===== config.mk =====
export PLATFORM = sky130hd
export DESIGN_NAME = ppsc_pad_control
export DESIGN_NICKNAME = d
export VERILOG_FILES = /design/src/common/ppsc_pkg.sv /design/src/core/ppsc_phase_fsm.sv /design/src/core/ppsc_pad_control.sv
export SDC_FILE = /design/constraint.sdc
export NUM_CORES = 1
export LEC_CHECK = 0
export ABC_AREA = 1
export BUFFER_PORTS_ARGS = -buffer_cell sky130_fd_sc_hd__buf_2
export CORE_ASPECT_RATIO = 0.6
export CORE_MARGIN = 10
export CORE_UTILIZATION = 38
export CTS_CLUSTER_DIAMETER = 60
export CTS_CLUSTER_SIZE = 40
export DETAILED_ROUTE_END_ITERATION = 10
export HOLD_SLACK_MARGIN = 0.08
export PLACE_DENSITY = 0.75
export SYNTH_ARGS = -nofsm -noshare
export SYNTH_HDL_FRONTEND = slang
export SYNTH_SLANG_ARGS = --single-unit

===== constraint.sdc =====
create_clock -name mclk -period 1.5 [get_ports mclk]
set_input_delay 0 -clock mclk [delete_from_list [all_inputs] [get_ports mclk]]
set_output_delay 0 -clock mclk [all_outputs]
set_load 0.02 [all_outputs]

===== src/common/ppsc_pkg.sv =====
// package for the pin power state control block
package ppsc_pkg;

    // supply phase of the whole pin set
    typedef enum logic [1:0] {
        PhasePor,
        PhasePowerUp,
        PhasePowerDown
    } ppsc_phase_t;

    // state that one pad is put into
    typedef enum logic [2:0] {
        PadLow,
        PadHigh,
        PadPullDown,
        PadInput,
        PadFunc
    } ppsc_pad_t;

    localparam int MF_SEL_W = 32;
    localparam int GPIO_W = 7;
    localparam int CS_N = 3;
    localparam int MCS_N = 4;
    localparam int TEL_N = 4;
    localparam int SPI_N = 3;

    // select bit positions in the multi-function off-select word
    localparam int MF_TEL_FS = 31;
    localparam int MF_TEL_CLK = 30;
    localparam int MF_TEL_DOUT = 29;
    localparam int MF_TEL_DIN = 28;
    localparam int MF_DMA_REQ = 27;
    localparam int MF_DMA_GNT = 26;
    localparam int MF_SLOW_BUF = 25;
    localparam int MF_TXD = 24;
    localparam int MF_RXD = 23;
    localparam int MF_CS1 = 22;
    localparam int MF_MCS0 = 19;
    localparam int MF_SPI_CLK = 15;
    localparam int MF_CODEC_MCLK = 12;

    localparam logic [MF_SEL_W-1:0] MF_SEL_RST = 32'h0000_0000;
    localparam logic [GPIO_W-1:0] GPIO_SEL_RST = 7'h00;

    // pad states of the whole pin set
    typedef struct packed {
        ppsc_pad_t memPins;
        ppsc_pad_t readStrobe;
        ppsc_pad_t videoPins;
        ppsc_pad_t expSerialPins;
        ppsc_pad_t powerMgmtSelect;
        ppsc_pad_t bootSelect;
        ppsc_pad_t dmaGrant;
        ppsc_pad_t dmaRequest;
        ppsc_pad_t slowClockBuffer;
        ppsc_pad_t txd;
        ppsc_pad_t rxd;
        ppsc_pad_t [CS_N-1:0] chipSel;
        ppsc_pad_t [MCS_N-1:0] memCardSel;
        ppsc_pad_t [TEL_N-1:0] telecom;
        ppsc_pad_t [SPI_N-1:0] spi;
        ppsc_pad_t codecMclk;
        ppsc_pad_t codecOut;
        ppsc_pad_t codecIn;
        ppsc_pad_t mainSupplyPad;
        ppsc_pad_t plainInputs;
        ppsc_pad_t [GPIO_W-1:0] gpio;
    } ppsc_pads_t;

endpackage : ppsc_pkg


===== src/core/ppsc_phase_fsm.sv =====
// supply phase state machine
`timescale 1ns/1ps
`default_nettype none

module ppsc_phase_fsm
(
    input wire logic mclk,
    input wire logic rst,
    input wire logic standbySupply,
    input wire logic mainSupplySense,
    input wire logic onButtonIn,
    input wire logic pwrOffCondition,
    output ppsc_pkg::ppsc_phase_t phase_ff
);

    ppsc_pkg::ppsc_phase_t nxt_phase;

    always_comb
    begin
        nxt_phase = phase_ff;
        case (phase_ff)
            ppsc_pkg::PhasePor:
            begin
                if (onButtonIn && mainSupplySense)
                    nxt_phase = ppsc_pkg::PhasePowerUp;
            end
            ppsc_pkg::PhasePowerUp:
            begin
                if (pwrOffCondition)
                    nxt_phase = ppsc_pkg::PhasePowerDown;
            end
            ppsc_pkg::PhasePowerDown:
            begin
                if (!pwrOffCondition)
                    nxt_phase = ppsc_pkg::PhasePowerUp;
            end
            default:
            begin
                nxt_phase = ppsc_pkg::PhasePor;
            end
        endcase
        // standby lost: back to the first-power state
        if (!standbySupply)
            nxt_phase = ppsc_pkg::PhasePor;
    end

    always_ff @(posedge mclk or posedge rst)
    begin
        if (rst)
            phase_ff <= ppsc_pkg::PhasePor;
        else
            phase_ff <= nxt_phase;
    end

endmodule : ppsc_phase_fsm

`default_nettype wire


===== src/core/ppsc_pad_control.sv =====
// pad state control for every external pin across the supply phases
// Contract
// power-off condition is the inverse of supply-on bit AND main supply sense.
// standby applied with main supply off puts all pins in reset state.
// on-button with main supply in reset state enters first power-up state.
// memory pins driven low in every phase, gated by memory pins-off bit; code drives them low in reset and power-down whatever the bit.
// read strobe low in reset, high at power-up, low when powered off.
// main oscillator runs only at power-up; slow oscillator always runs.
// video data and display control outputs low when video is disabled.
// power-management select low in reset and power-down, high at power-up.
// boot select pulled down in reset and power-down, high at power-up.
// dma grant low in reset, high at power-up, select bit 26 when off.
// selectable pins take their power-down state from their own select bit.
// telecom pins bits 31..28, serial peripheral 15..13, codec master clock 12.
// seven gpio pins pulled down in reset, input at power-up, own select bit.
// codec outputs always low; codec inputs pulled down except at power-up.
// power, button, reset and expansion interrupt pins always plain inputs.
// expansion serial clock and data low when that bus is disabled.
// main supply sense pulled down in reset and power-down, input at power-up.
// phase and pad states are registered on the single always-running clock.
// every power-down select bit has a defined reset value.
`timescale 1ns/1ps
`default_nettype none

module ppsc_pad_control
#(
    parameter int MF_W = ppsc_pkg::MF_SEL_W,
    parameter int GPIO_N = ppsc_pkg::GPIO_W
)
(
    input wire logic mclk,
    input wire logic rst,
    input wire logic standbySupply,
    input wire logic mainSupplySense,
    input wire logic onButtonIn,
    input wire logic supplyOnBit,
    input wire logic memPinsOffBit,
    input wire logic videoDisabled,
    input wire logic expBusDisabled,
    input wire logic [MF_W-1:0] mfPinOffSelect,
    input wire logic [GPIO_N-1:0] gpioOffSelect,
    output ppsc_pkg::ppsc_phase_t phase,
    output logic pwrOffCondition,
    output logic mainOscEnable,
    output logic slowOscEnable,
    output ppsc_pkg::ppsc_pads_t padState
);

    // pick a pad state by phase
    function automatic ppsc_pkg::ppsc_pad_t byPhase(
        input ppsc_pkg::ppsc_phase_t ph,
        input ppsc_pkg::ppsc_pad_t porMode,
        input ppsc_pkg::ppsc_pad_t upMode,
        input ppsc_pkg::ppsc_pad_t downMode
    );
        ppsc_pkg::ppsc_pad_t r;
        r = porMode;
        case (ph)
            ppsc_pkg::PhasePor: r = porMode;
            ppsc_pkg::PhasePowerUp: r = upMode;
            ppsc_pkg::PhasePowerDown: r = downMode;
            default: r = porMode;
        endcase
        return r;
    endfunction : byPhase

    // selectable power-down state: set bit forces the off state, else pin keeps its up state
    function automatic ppsc_pkg::ppsc_pad_t offSel(
        input logic sel,
        input ppsc_pkg::ppsc_pad_t upMode,
        input ppsc_pkg::ppsc_pad_t offMode
    );
        return sel ? offMode : upMode;
    endfunction : offSel

    ppsc_pkg::ppsc_phase_t phaseNow;
    logic pwrOffNow;
    logic [MF_W-1:0] mfSel_ff;
    logic [GPIO_N-1:0] gpioSel_ff;
    logic pwrOff_ff;
    logic mainOsc_ff;
    logic slowOsc_ff;
    ppsc_pkg::ppsc_phase_t phaseOut_ff;
    ppsc_pkg::ppsc_pads_t pads_ff;
    ppsc_pkg::ppsc_pads_t nxt_pads;
    logic nxt_mainOsc;

    assign pwrOffNow = ~(supplyOnBit & mainSupplySense);

    ppsc_phase_fsm u_phase
    (
        .mclk(mclk),
        .rst(rst),
        .standbySupply(standbySupply),
        .mainSupplySense(mainSupplySense),
        .onButtonIn(onButtonIn),
        .pwrOffCondition(pwrOffNow),
        .phase_ff(phaseNow)
    );

    // select words, defined before software sets them
    always_ff @(posedge mclk or posedge rst)
    begin
        if (rst)
        begin
            mfSel_ff <= ppsc_pkg::MF_SEL_RST;
            gpioSel_ff <= ppsc_pkg::GPIO_SEL_RST;
        end
        else
        begin
            mfSel_ff <= mfPinOffSelect;
            gpioSel_ff <= gpioOffSelect;
        end
    end

    // per-pin decode
    wire ppsc_pkg::ppsc_pad_t memMode;
    wire ppsc_pkg::ppsc_pad_t readMode;
    wire ppsc_pkg::ppsc_pad_t videoMode;
    wire ppsc_pkg::ppsc_pad_t expMode;
    wire ppsc_pkg::ppsc_pad_t pmSelMode;
    wire ppsc_pkg::ppsc_pad_t bootMode;
    wire ppsc_pkg::ppsc_pad_t dmaGntMode;
    wire ppsc_pkg::ppsc_pad_t dmaReqMode;
    wire ppsc_pkg::ppsc_pad_t slowBufMode;
    wire ppsc_pkg::ppsc_pad_t txdMode;
    wire ppsc_pkg::ppsc_pad_t rxdMode;
    wire ppsc_pkg::ppsc_pad_t mclkMode;
    wire ppsc_pkg::ppsc_pad_t codecOutMode;
    wire ppsc_pkg::ppsc_pad_t codecInMode;
    wire ppsc_pkg::ppsc_pad_t supplyPadMode;
    wire ppsc_pkg::ppsc_pad_t plainInMode;
    wire logic phasePwrDown;

    assign phasePwrDown = (phaseNow == ppsc_pkg::PhasePowerDown) && pwrOffNow;

    // memory pins low outside power-up or when their off bit is set
    assign memMode = (memPinsOffBit || phaseNow != ppsc_pkg::PhasePowerUp) ?
        ppsc_pkg::PadLow : ppsc_pkg::PadFunc;
    assign readMode = byPhase(phaseNow, ppsc_pkg::PadLow, ppsc_pkg::PadHigh,
        ppsc_pkg::PadLow);
    assign videoMode = videoDisabled ? ppsc_pkg::PadLow : ppsc_pkg::PadFunc;
    assign expMode = expBusDisabled ? ppsc_pkg::PadLow : ppsc_pkg::PadFunc;
    assign pmSelMode = byPhase(phaseNow, ppsc_pkg::PadLow, ppsc_pkg::PadHigh,
        ppsc_pkg::PadLow);
    assign bootMode = byPhase(phaseNow, ppsc_pkg::PadPullDown, ppsc_pkg::PadHigh,
        ppsc_pkg::PadPullDown);
    assign dmaGntMode = byPhase(phaseNow, ppsc_pkg::PadLow, ppsc_pkg::PadHigh,
        offSel(mfSel_ff[ppsc_pkg::MF_DMA_GNT] && phasePwrDown, ppsc_pkg::PadHigh,
        ppsc_pkg::PadLow));
    assign dmaReqMode = byPhase(phaseNow, ppsc_pkg::PadPullDown, ppsc_pkg::PadInput,
        offSel(mfSel_ff[ppsc_pkg::MF_DMA_REQ], ppsc_pkg::PadInput,
        ppsc_pkg::PadPullDown));
    assign slowBufMode = byPhase(phaseNow, ppsc_pkg::PadPullDown, ppsc_pkg::PadInput,
        offSel(mfSel_ff[ppsc_pkg::MF_SLOW_BUF], ppsc_pkg::PadInput,
        ppsc_pkg::PadPullDown));
    assign txdMode = byPhase(phaseNow, ppsc_pkg::PadLow, ppsc_pkg::PadLow,
        offSel(mfSel_ff[ppsc_pkg::MF_TXD], ppsc_pkg::PadLow,
        ppsc_pkg::PadLow));
    assign rxdMode = byPhase(phaseNow, ppsc_pkg::PadPullDown, ppsc_pkg::PadInput,
        offSel(mfSel_ff[ppsc_pkg::MF_RXD], ppsc_pkg::PadInput,
        ppsc_pkg::PadPullDown));
    assign mclkMode = byPhase(phaseNow, ppsc_pkg::PadPullDown, ppsc_pkg::PadInput,
        offSel(mfSel_ff[ppsc_pkg::MF_CODEC_MCLK], ppsc_pkg::PadInput,
        ppsc_pkg::PadPullDown));
    assign codecOutMode = ppsc_pkg::PadLow;
    assign codecInMode = byPhase(phaseNow, ppsc_pkg::PadPullDown, ppsc_pkg::PadInput,
        ppsc_pkg::PadPullDown);
    assign supplyPadMode = byPhase(phaseNow, ppsc_pkg::PadPullDown, ppsc_pkg::PadInput,
        ppsc_pkg::PadPullDown);
    assign plainInMode = ppsc_pkg::PadInput;

    // replicated selectable groups
    wire ppsc_pkg::ppsc_pad_t [ppsc_pkg::CS_N-1:0] csMode;
    wire ppsc_pkg::ppsc_pad_t [ppsc_pkg::MCS_N-1:0] mcsMode;
    wire ppsc_pkg::ppsc_pad_t [ppsc_pkg::TEL_N-1:0] telMode;
    wire ppsc_pkg::ppsc_pad_t [ppsc_pkg::SPI_N-1:0] spiMode;
    wire ppsc_pkg::ppsc_pad_t [GPIO_N-1:0] gpioMode;

    genvar gi;
    generate
        for (gi = 0; gi < ppsc_pkg::CS_N; gi++)
        begin : g_cs
            // chip select 1 on the highest bit, downward
            assign csMode[gi] = byPhase(phaseNow, ppsc_pkg::PadPullDown, ppsc_pkg::PadHigh,
                offSel(mfSel_ff[ppsc_pkg::MF_CS1 - gi], ppsc_pkg::PadHigh,
                ppsc_pkg::PadPullDown));
        end
        for (gi = 0; gi < ppsc_pkg::MCS_N; gi++)
        begin : g_mcs
            assign mcsMode[gi] = byPhase(phaseNow, ppsc_pkg::PadPullDown, ppsc_pkg::PadInput,
                offSel(mfSel_ff[ppsc_pkg::MF_MCS0 - gi], ppsc_pkg::PadInput,
                ppsc_pkg::PadPullDown));
        end
        for (gi = 0; gi < ppsc_pkg::TEL_N; gi++)
        begin : g_tel
            // index 0 frame sync, 1 clock, 2 data out, 3 data in
            assign telMode[gi] = byPhase(phaseNow, ppsc_pkg::PadPullDown, ppsc_pkg::PadInput,
                offSel(mfSel_ff[ppsc_pkg::MF_TEL_FS - gi], ppsc_pkg::PadInput,
                ppsc_pkg::PadPullDown));
        end
        for (gi = 0; gi < ppsc_pkg::SPI_N; gi++)
        begin : g_spi
            // index 0 clock, 1 data out: driven low; index 2 data in: pulled down, input at power-up
            assign spiMode[gi] = (gi < 2) ?
                byPhase(phaseNow, ppsc_pkg::PadLow, ppsc_pkg::PadLow,
                    offSel(mfSel_ff[ppsc_pkg::MF_SPI_CLK - gi], ppsc_pkg::PadLow,
                    ppsc_pkg::PadLow)) :
                byPhase(phaseNow, ppsc_pkg::PadPullDown, ppsc_pkg::PadInput,
                    offSel(mfSel_ff[ppsc_pkg::MF_SPI_CLK - gi], ppsc_pkg::PadInput,
                    ppsc_pkg::PadPullDown));
        end
        for (gi = 0; gi < GPIO_N; gi++)
        begin : g_gpio
            assign gpioMode[gi] = byPhase(phaseNow, ppsc_pkg::PadPullDown, ppsc_pkg::PadInput,
                offSel(gpioSel_ff[gi], ppsc_pkg::PadInput,
                ppsc_pkg::PadPullDown));
        end
    endgenerate

    always_comb
    begin
        nxt_pads.memPins = memMode;
        nxt_pads.readStrobe = readMode;
        nxt_pads.videoPins = videoMode;
        nxt_pads.expSerialPins = expMode;
        nxt_pads.powerMgmtSelect = pmSelMode;
        nxt_pads.bootSelect = bootMode;
        nxt_pads.dmaGrant = dmaGntMode;
        nxt_pads.dmaRequest = dmaReqMode;
        nxt_pads.slowClockBuffer = slowBufMode;
        nxt_pads.txd = txdMode;
        nxt_pads.rxd = rxdMode;
        nxt_pads.chipSel = csMode;
        nxt_pads.memCardSel = mcsMode;
        nxt_pads.telecom = telMode;
        nxt_pads.spi = spiMode;
        nxt_pads.codecMclk = mclkMode;
        nxt_pads.codecOut = codecOutMode;
        nxt_pads.codecIn = codecInMode;
        nxt_pads.mainSupplyPad = supplyPadMode;
        nxt_pads.plainInputs = plainInMode;
        nxt_pads.gpio = gpioMode;
    end

    assign nxt_mainOsc = (phaseNow == ppsc_pkg::PhasePowerUp) && !pwrOffNow;

    // reset value: every pin in its first-power state
    localparam ppsc_pkg::ppsc_pads_t PADS_RST = '{
        memPins: ppsc_pkg::PadLow,
        readStrobe: ppsc_pkg::PadLow,
        videoPins: ppsc_pkg::PadLow,
        expSerialPins: ppsc_pkg::PadLow,
        powerMgmtSelect: ppsc_pkg::PadLow,
        bootSelect: ppsc_pkg::PadPullDown,
        dmaGrant: ppsc_pkg::PadLow,
        dmaRequest: ppsc_pkg::PadPullDown,
        slowClockBuffer: ppsc_pkg::PadPullDown,
        txd: ppsc_pkg::PadLow,
        rxd: ppsc_pkg::PadPullDown,
        chipSel: '{ppsc_pkg::CS_N{ppsc_pkg::PadPullDown}},
        memCardSel: '{ppsc_pkg::MCS_N{ppsc_pkg::PadPullDown}},
        telecom: '{ppsc_pkg::TEL_N{ppsc_pkg::PadPullDown}},
        spi: '{ppsc_pkg::PadPullDown, ppsc_pkg::PadLow, ppsc_pkg::PadLow},
        codecMclk: ppsc_pkg::PadPullDown,
        codecOut: ppsc_pkg::PadLow,
        codecIn: ppsc_pkg::PadPullDown,
        mainSupplyPad: ppsc_pkg::PadPullDown,
        plainInputs: ppsc_pkg::PadInput,
        gpio: '{ppsc_pkg::GPIO_W{ppsc_pkg::PadPullDown}}
    };

    always_ff @(posedge mclk or posedge rst)
    begin
        if (rst)
        begin
            pads_ff <= PADS_RST;
            pwrOff_ff <= 1'b1;
            mainOsc_ff <= 1'b0;
            slowOsc_ff <= 1'b1;
            phaseOut_ff <= ppsc_pkg::PhasePor;
        end
        else
        begin
            pads_ff <= nxt_pads;
            pwrOff_ff <= pwrOffNow;
            mainOsc_ff <= nxt_mainOsc;
            slowOsc_ff <= 1'b1;
            phaseOut_ff <= phaseNow;
        end
    end

    assign padState = pads_ff;
    assign pwrOffCondition = pwrOff_ff;
    assign mainOscEnable = mainOsc_ff;
    assign slowOscEnable = slowOsc_ff;
    assign phase = phaseOut_ff;

endmodule : ppsc_pad_control

`default_nettype wire


# After elaboration in Yosys (flattened, before gate mapping)
# Cells that the tools add are included.
# W data, S select, Z words.
[totals] rom_bits=0 output_inout_bits=116 regBits=135 latchBits=0 elab_cells=110 mem_count=0 mem_bits_rw=0
[classes] n_div=0 n_bitwise=2 muxes=59 magnitude_cmp=0 multipliers=0 n_eq_ne=6 add_sub_neg=0 reduce_logical=7 n_shift=0
[op_table] operator="$pmux W1 S2" count=20
[op_table] operator="$mux W1" count=23
[op_table] operator="$mux W2" count=8
[op_table] operator="$pmux W2 S2" count=3
[op_table] operator="$mux W3" count=3
[op_table] operator="$ne A3 B3 Y1 const B" count=2
[op_table] operator="$pmux W2 S3" count=1
[op_table] operator="$pmux W3 S2" count=1
[op_table] operator="$logic_and A1 B1 Y1" count=4
[op_table] operator="$ne A3 B2 Y1 const B" count=1
[op_table] operator="$reduce_and A3 Y1" count=1
[op_table] operator="$eq A2 B1 Y1 const B" count=1
[op_table] operator="$eq A2 B2 Y1 const B" count=1
[op_table] operator="$logic_not A2 Y1" count=1
[op_table] operator="$ne A2 B1 Y1 const B" count=1
[op_table] operator="$and A1 B1 Y1" count=1
[op_table] operator="$logic_or A1 B1 Y1" count=1
[op_table] operator="$not A1 Y1" count=1

# Depth between registers and ports, before layout
[logic_depth] word_depth=6 mapped_depth=7 mapped_depth_nobuf=7

# Cells and area by module
# From an unflattened synthesis, not the netlist that was laid out.
[hier_totals] hier_cells=257 hier_area_um2=2825.2
[modules_own_cells] module="ppsc_pad_control" instances=1 seq_area_each_um2=1507.7 cells_each=237 area_each_um2=2696.3
[modules_own_cells] module="ppsc_phase_fsm" instances=1 seq_area_each_um2=50.0 cells_each=20 area_each_um2=128.9

# Worst setup path after synthesis
# No wires, ideal clock.
[synth_timing] path_type="register to register" startpoint="register u_phase.phase_ff[1]" endpoint="register pads_ff (netlist bit padState[33])" stages_incl_launch_ff=6 setup_slack_ns=0.216 arrival_ns=1.155 n_path_buf=1 required_time_ns=1.372 cell_sequence="dfrtp_1 -> inv_1 -> ha_1 -> inv_2 -> buf_2 -> a21oi_2"
[synth_between] elab_chain_cells=2 word_cells_on_any_way=3 cone_classes="eq/ne (2); mux (1)"
[synth_rtl] element="from (decl)" line_no="ppsc_phase_fsm.sv:13" source="output ppsc_pkg::ppsc_phase_t phase_ff"
[synth_rtl] element="from (signal assigned)" line_no="ppsc_phase_fsm.sv:50" source="phase_ff <= ppsc_pkg::PhasePor;"
[synth_rtl] element="from (signal assigned)" line_no="ppsc_phase_fsm.sv:52" source="phase_ff <= nxt_phase;"
[synth_rtl] element="$eq A2 B2 Y1 / $eq A2 B1 Y1 (equally long branches)" line_no="ppsc_pad_control.sv:58" source="case (ph)"
[synth_rtl] element="$pmux W1 S2 *" line_no="ppsc_pad_control.sv:58"
[synth_rtl] element="net mclkMode[0]" line_no="ppsc_pad_control.sv:128" source="wire ppsc_pkg::ppsc_pad_t mclkMode;"
[synth_rtl] element="to (signal assigned)" line_no="ppsc_pad_control.sv:285" source="pads_ff <= nxt_pads;"
[synth_rtl] element="to (decl)" line_no="ppsc_pad_control.sv:84" source="ppsc_pkg::ppsc_pads_t pads_ff;"
# The timed path passes the listed nets; every way through them passes the cells marked *.
# A chain may end at the register's enable or synchronous reset.

==> run_results.csv <==
group,metric,value,unit
outcome,status,"complete, no violations",
synthesis,synth_top_area_share,0.542,
clock_tree,cts_tree,"done",
synthesis,synthDistinctLibCells,18,
timing,setup_violations,0,
layout,layout_common_cells,"conb_1, buf_2, dfrtp_1",
power,peakVddDrop,0.891,mV
routing,avgViaCountPerCell,3.81,
worst_setup_path,cp_top_family,"buffers and inverters",
worst_setup_path,reg2reg_from,"u_phase.phase_ff[1]$_DFFE_PP0P_",
worst_setup_path,rrSetupSlack,0.11,ns
placement,place_ws,0.0478,ns
clock_tree,cts_buffers,9,
placement,dp.cells,371,
placement,gp_congestion,0.722,
floorplan,die_w,127,um
worst_setup_path,crit_required,1.70,ns
routing,wire_per_inst,14.6,um
worst_setup_path,crit_path_end_kind,"flip-flop",
clock_tree,htreeDepth,3,
power,p_sw,2190,uW
timing,rsz0062_at_grt,"false",
worst_setup_path,cpMaxStageDelayCell,"dfrtp_1",
timing,setup_ws,0.112,ns
global_route,grt_antenna_before_repair,0,
power,p_clk_frac,0.313,
timing,tns,0,ns
synthesis,ys_ff_latch,62,
synthesis,yosysTopAreaCell,"dfrtp_1",
global_route,grt_max_degree,63,
timing,fin_skew,0.00354,ns
synthesis,yosysWarnings,0,
worst_setup_path,cp.arrival,1.58,ns
clock_tree,cts.sinks,62,
power,switching_share,0.364,
routing,drt_first_pass_iters,4,
timing,max_clock_freq,0.720,GHz
timing,hold_viol_final,0,
worst_setup_path,reg2reg_depth,5,
clock_tree,post_cts_buffers,0,
floorplan,die-area,10800,um2
placement,hpwl,4.45,mm
worst_setup_path,critPathMaxFanout,17,
power,seq_power_share,0.362,
layout,drive_above_1_share,0.366,
synthesis,ys_seq_area_frac,0.592,
power,cellPowerDensity,1770,nW/um2
worst_hold_path,min-delay-start,"mainSupplySense",
floorplan,rows,23,
worst_setup_path,path_cells,"inv_1, ha_1, inv_2, buf_4, a21oi_2",
global_route,grt_pass1_vias,1855,
clock_tree,clk_pin_slew_worst_paths,0.05,ns
timing,period_minus_slack,1.39,ns
job,maxCapViolCount,0,
worst_setup_path,crit_type,"reg -> reg",
power,combPwrFrac,0.326,
floorplan,core,6710,um2
timing,finalCritPeriodShare,0.926,
global_route,grt_pass1_wl,9.71,mm
worst_hold_path,hold_path_depth,5,
layout,final_core_util,0.506,
worst_hold_path,hold_class,"in -> reg",
floorplan,start_util,0.393,
floorplan,die_y,84.5,um
global_route,overflow,0,
timing,report.final.slew_viol_count,0,
routing,drtIter0Drc,67,
worst_setup_path,slowest_delay,0.41,ns
routing,wl,6.10,mm
synthesis,avgSynthCellArea,12.1,um2
routing,num_vias,1594,
synthesis,synth_area,2630,um2
power,p_total,6010,uW
synthesis,syn_inst,218,
global_route,track_usage,0.115,
worst_setup_path,startpoint_type,"flip-flop",
worst_setup_path,timing.rr.end,"padState[60]$_DFF_PP0_",
layout,finalNonFillerCells,418,
floorplan,ios,164,
layout,final_nets,378,
clock_tree,clk-insertion-delay-late,0.32,ns
layout,final_common_cell,"conb_1",
routing,ant_nets,0,
synthesis,synthTopCellsByArea,"dfrtp_1, buf_4, a21oi_2, dfstp_2, ha_1",
clock_tree,cts-root-buf,"clkbuf_16",
placement,portBuffers,72,
layout,diodes,0,
worst_hold_path,hold_end,"u_phase.phase_ff[0]$_DFFE_PP0P_",
clock_tree,cts_buffer_depth,2,
power,power_leakage,0.00182,uW
power,intPower,3820,uW
worst_setup_path,path_buf_inv,3,
routing,drcViolationCount,0,
layout,area_growth,28.8,%
per-layer routing:
layer | wire [um] | up-vias | GRT usage
met5 | 0 | - | 0
met4 | 72 | 0 | 0.0402
met3 | 725 | 9 | 0.0747
met2 | 3170 | 73 | 0.199
met1 | 2140 | 771 | 0.109
li1 | - | 741 | -
cells in the mapped netlist, drive strengths merged:
cell type / number
conb: 2
dfstp: 5
nand3: 4
nor2: 5
o21ai: 3
a31oi: 1
inv: 13
a21oi: 24
nand2: 14
ha: 4
buf: 84
nand4: 2
dfrtp: 57
cell type report:
type,count,area [um2]
Multi-Input combinational cell,133,679
Fill cell,637,3310
Tap cell,87,109
Clock inverter,4,22.5
Clock buffer,12,256
Sequential cell,62,1560
Inverter,13,52.6
Timing Repair Buffer,107,713
logic make-up (layout without fill, tap and decap cells):
kind of cell,count (synthesis),after routing,synth area share
DFF,62,62,0.592
buffers and inverters,97,136,0.259
adders and majority gates,4,4,0.0190
other,2,76,0.00285
AOI/OAI and AO/OA,28,28,0.0822
and+or+nand+nor,25,25,0.0452
registers in the layout (all words and copies together), names as in the netlist:
name              cells
gpioSel_ff            7
mainOscEnable         1
mfSel_ff             17
padState             32
phase                 2
pwrOffCondition       1
u_phase.phase_ff      2
how the worst max path moves through the flow:
stage                     cells past startpoint                      to                             from  slack [ns]
after floorplan                               5  padState[33]$_DFF_PP0_  u_phase.phase_ff[1]$_DFFE_PP0P_        0.22
after global placement                        6  padState[90]$_DFF_PP0_  u_phase.phase_ff[1]$_DFFE_PP0P_        0.09
after detailed placement                      6  padState[90]$_DFF_PP0_  u_phase.phase_ff[1]$_DFFE_PP0P_        0.05
after CTS                                     6  padState[90]$_DFF_PP0_  u_phase.phase_ff[1]$_DFFE_PP0P_        0.03
after global routing                          5  padState[63]$_DFF_PP0_  u_phase.phase_ff[1]$_DFFE_PP0P_        0.01
final                                         5  padState[60]$_DFF_PP0_  u_phase.phase_ff[1]$_DFFE_PP0P_        0.11
worst register-to-register path: stages (launching register included):
cell     delay, ns
dfrtp_1       0.41
inv_1         0.09
ha_1          0.26
inv_2         0.11
buf_4         0.29
a21oi_2       0.10
timing repair:
| action | in CTS | in global routing |
|---|---|---|
| setup endpoints to repair | 0 | 21 |
| hold buffers | 31 | 0 |
| gates resized for setup | 0 | 1 |
| endpoints found under the hold margin | 92 | 0 |
power by group through the flow:
stage | Combinational [uW] | Clock [uW] | Sequential [uW]
floorplan | 1120 | 0 | 2600
global placement | 1850 | 0 | 2190
detailed placement | 1880 | 0 | 2200
CTS | 1950 | 1940 | 2180
global route | 2140 | 2050 | 2220
finish | 1960 | 1880 | 2180
stage by stage:
| step | area [um2] | hold WS (ns) |
|---|---|---|
| after global placement | 2790 | 0.105 |
| after detailed placement | 2790 | 0.109 |
| after global routing | 3390 | 0.140 |
| final | 3390 | 0.113 |
| after floorplan | 2910 | 0.0314 |
| after CTS | 3380 | 0.0975 |
No activity file was read; power rests on OpenSTA's default activity.
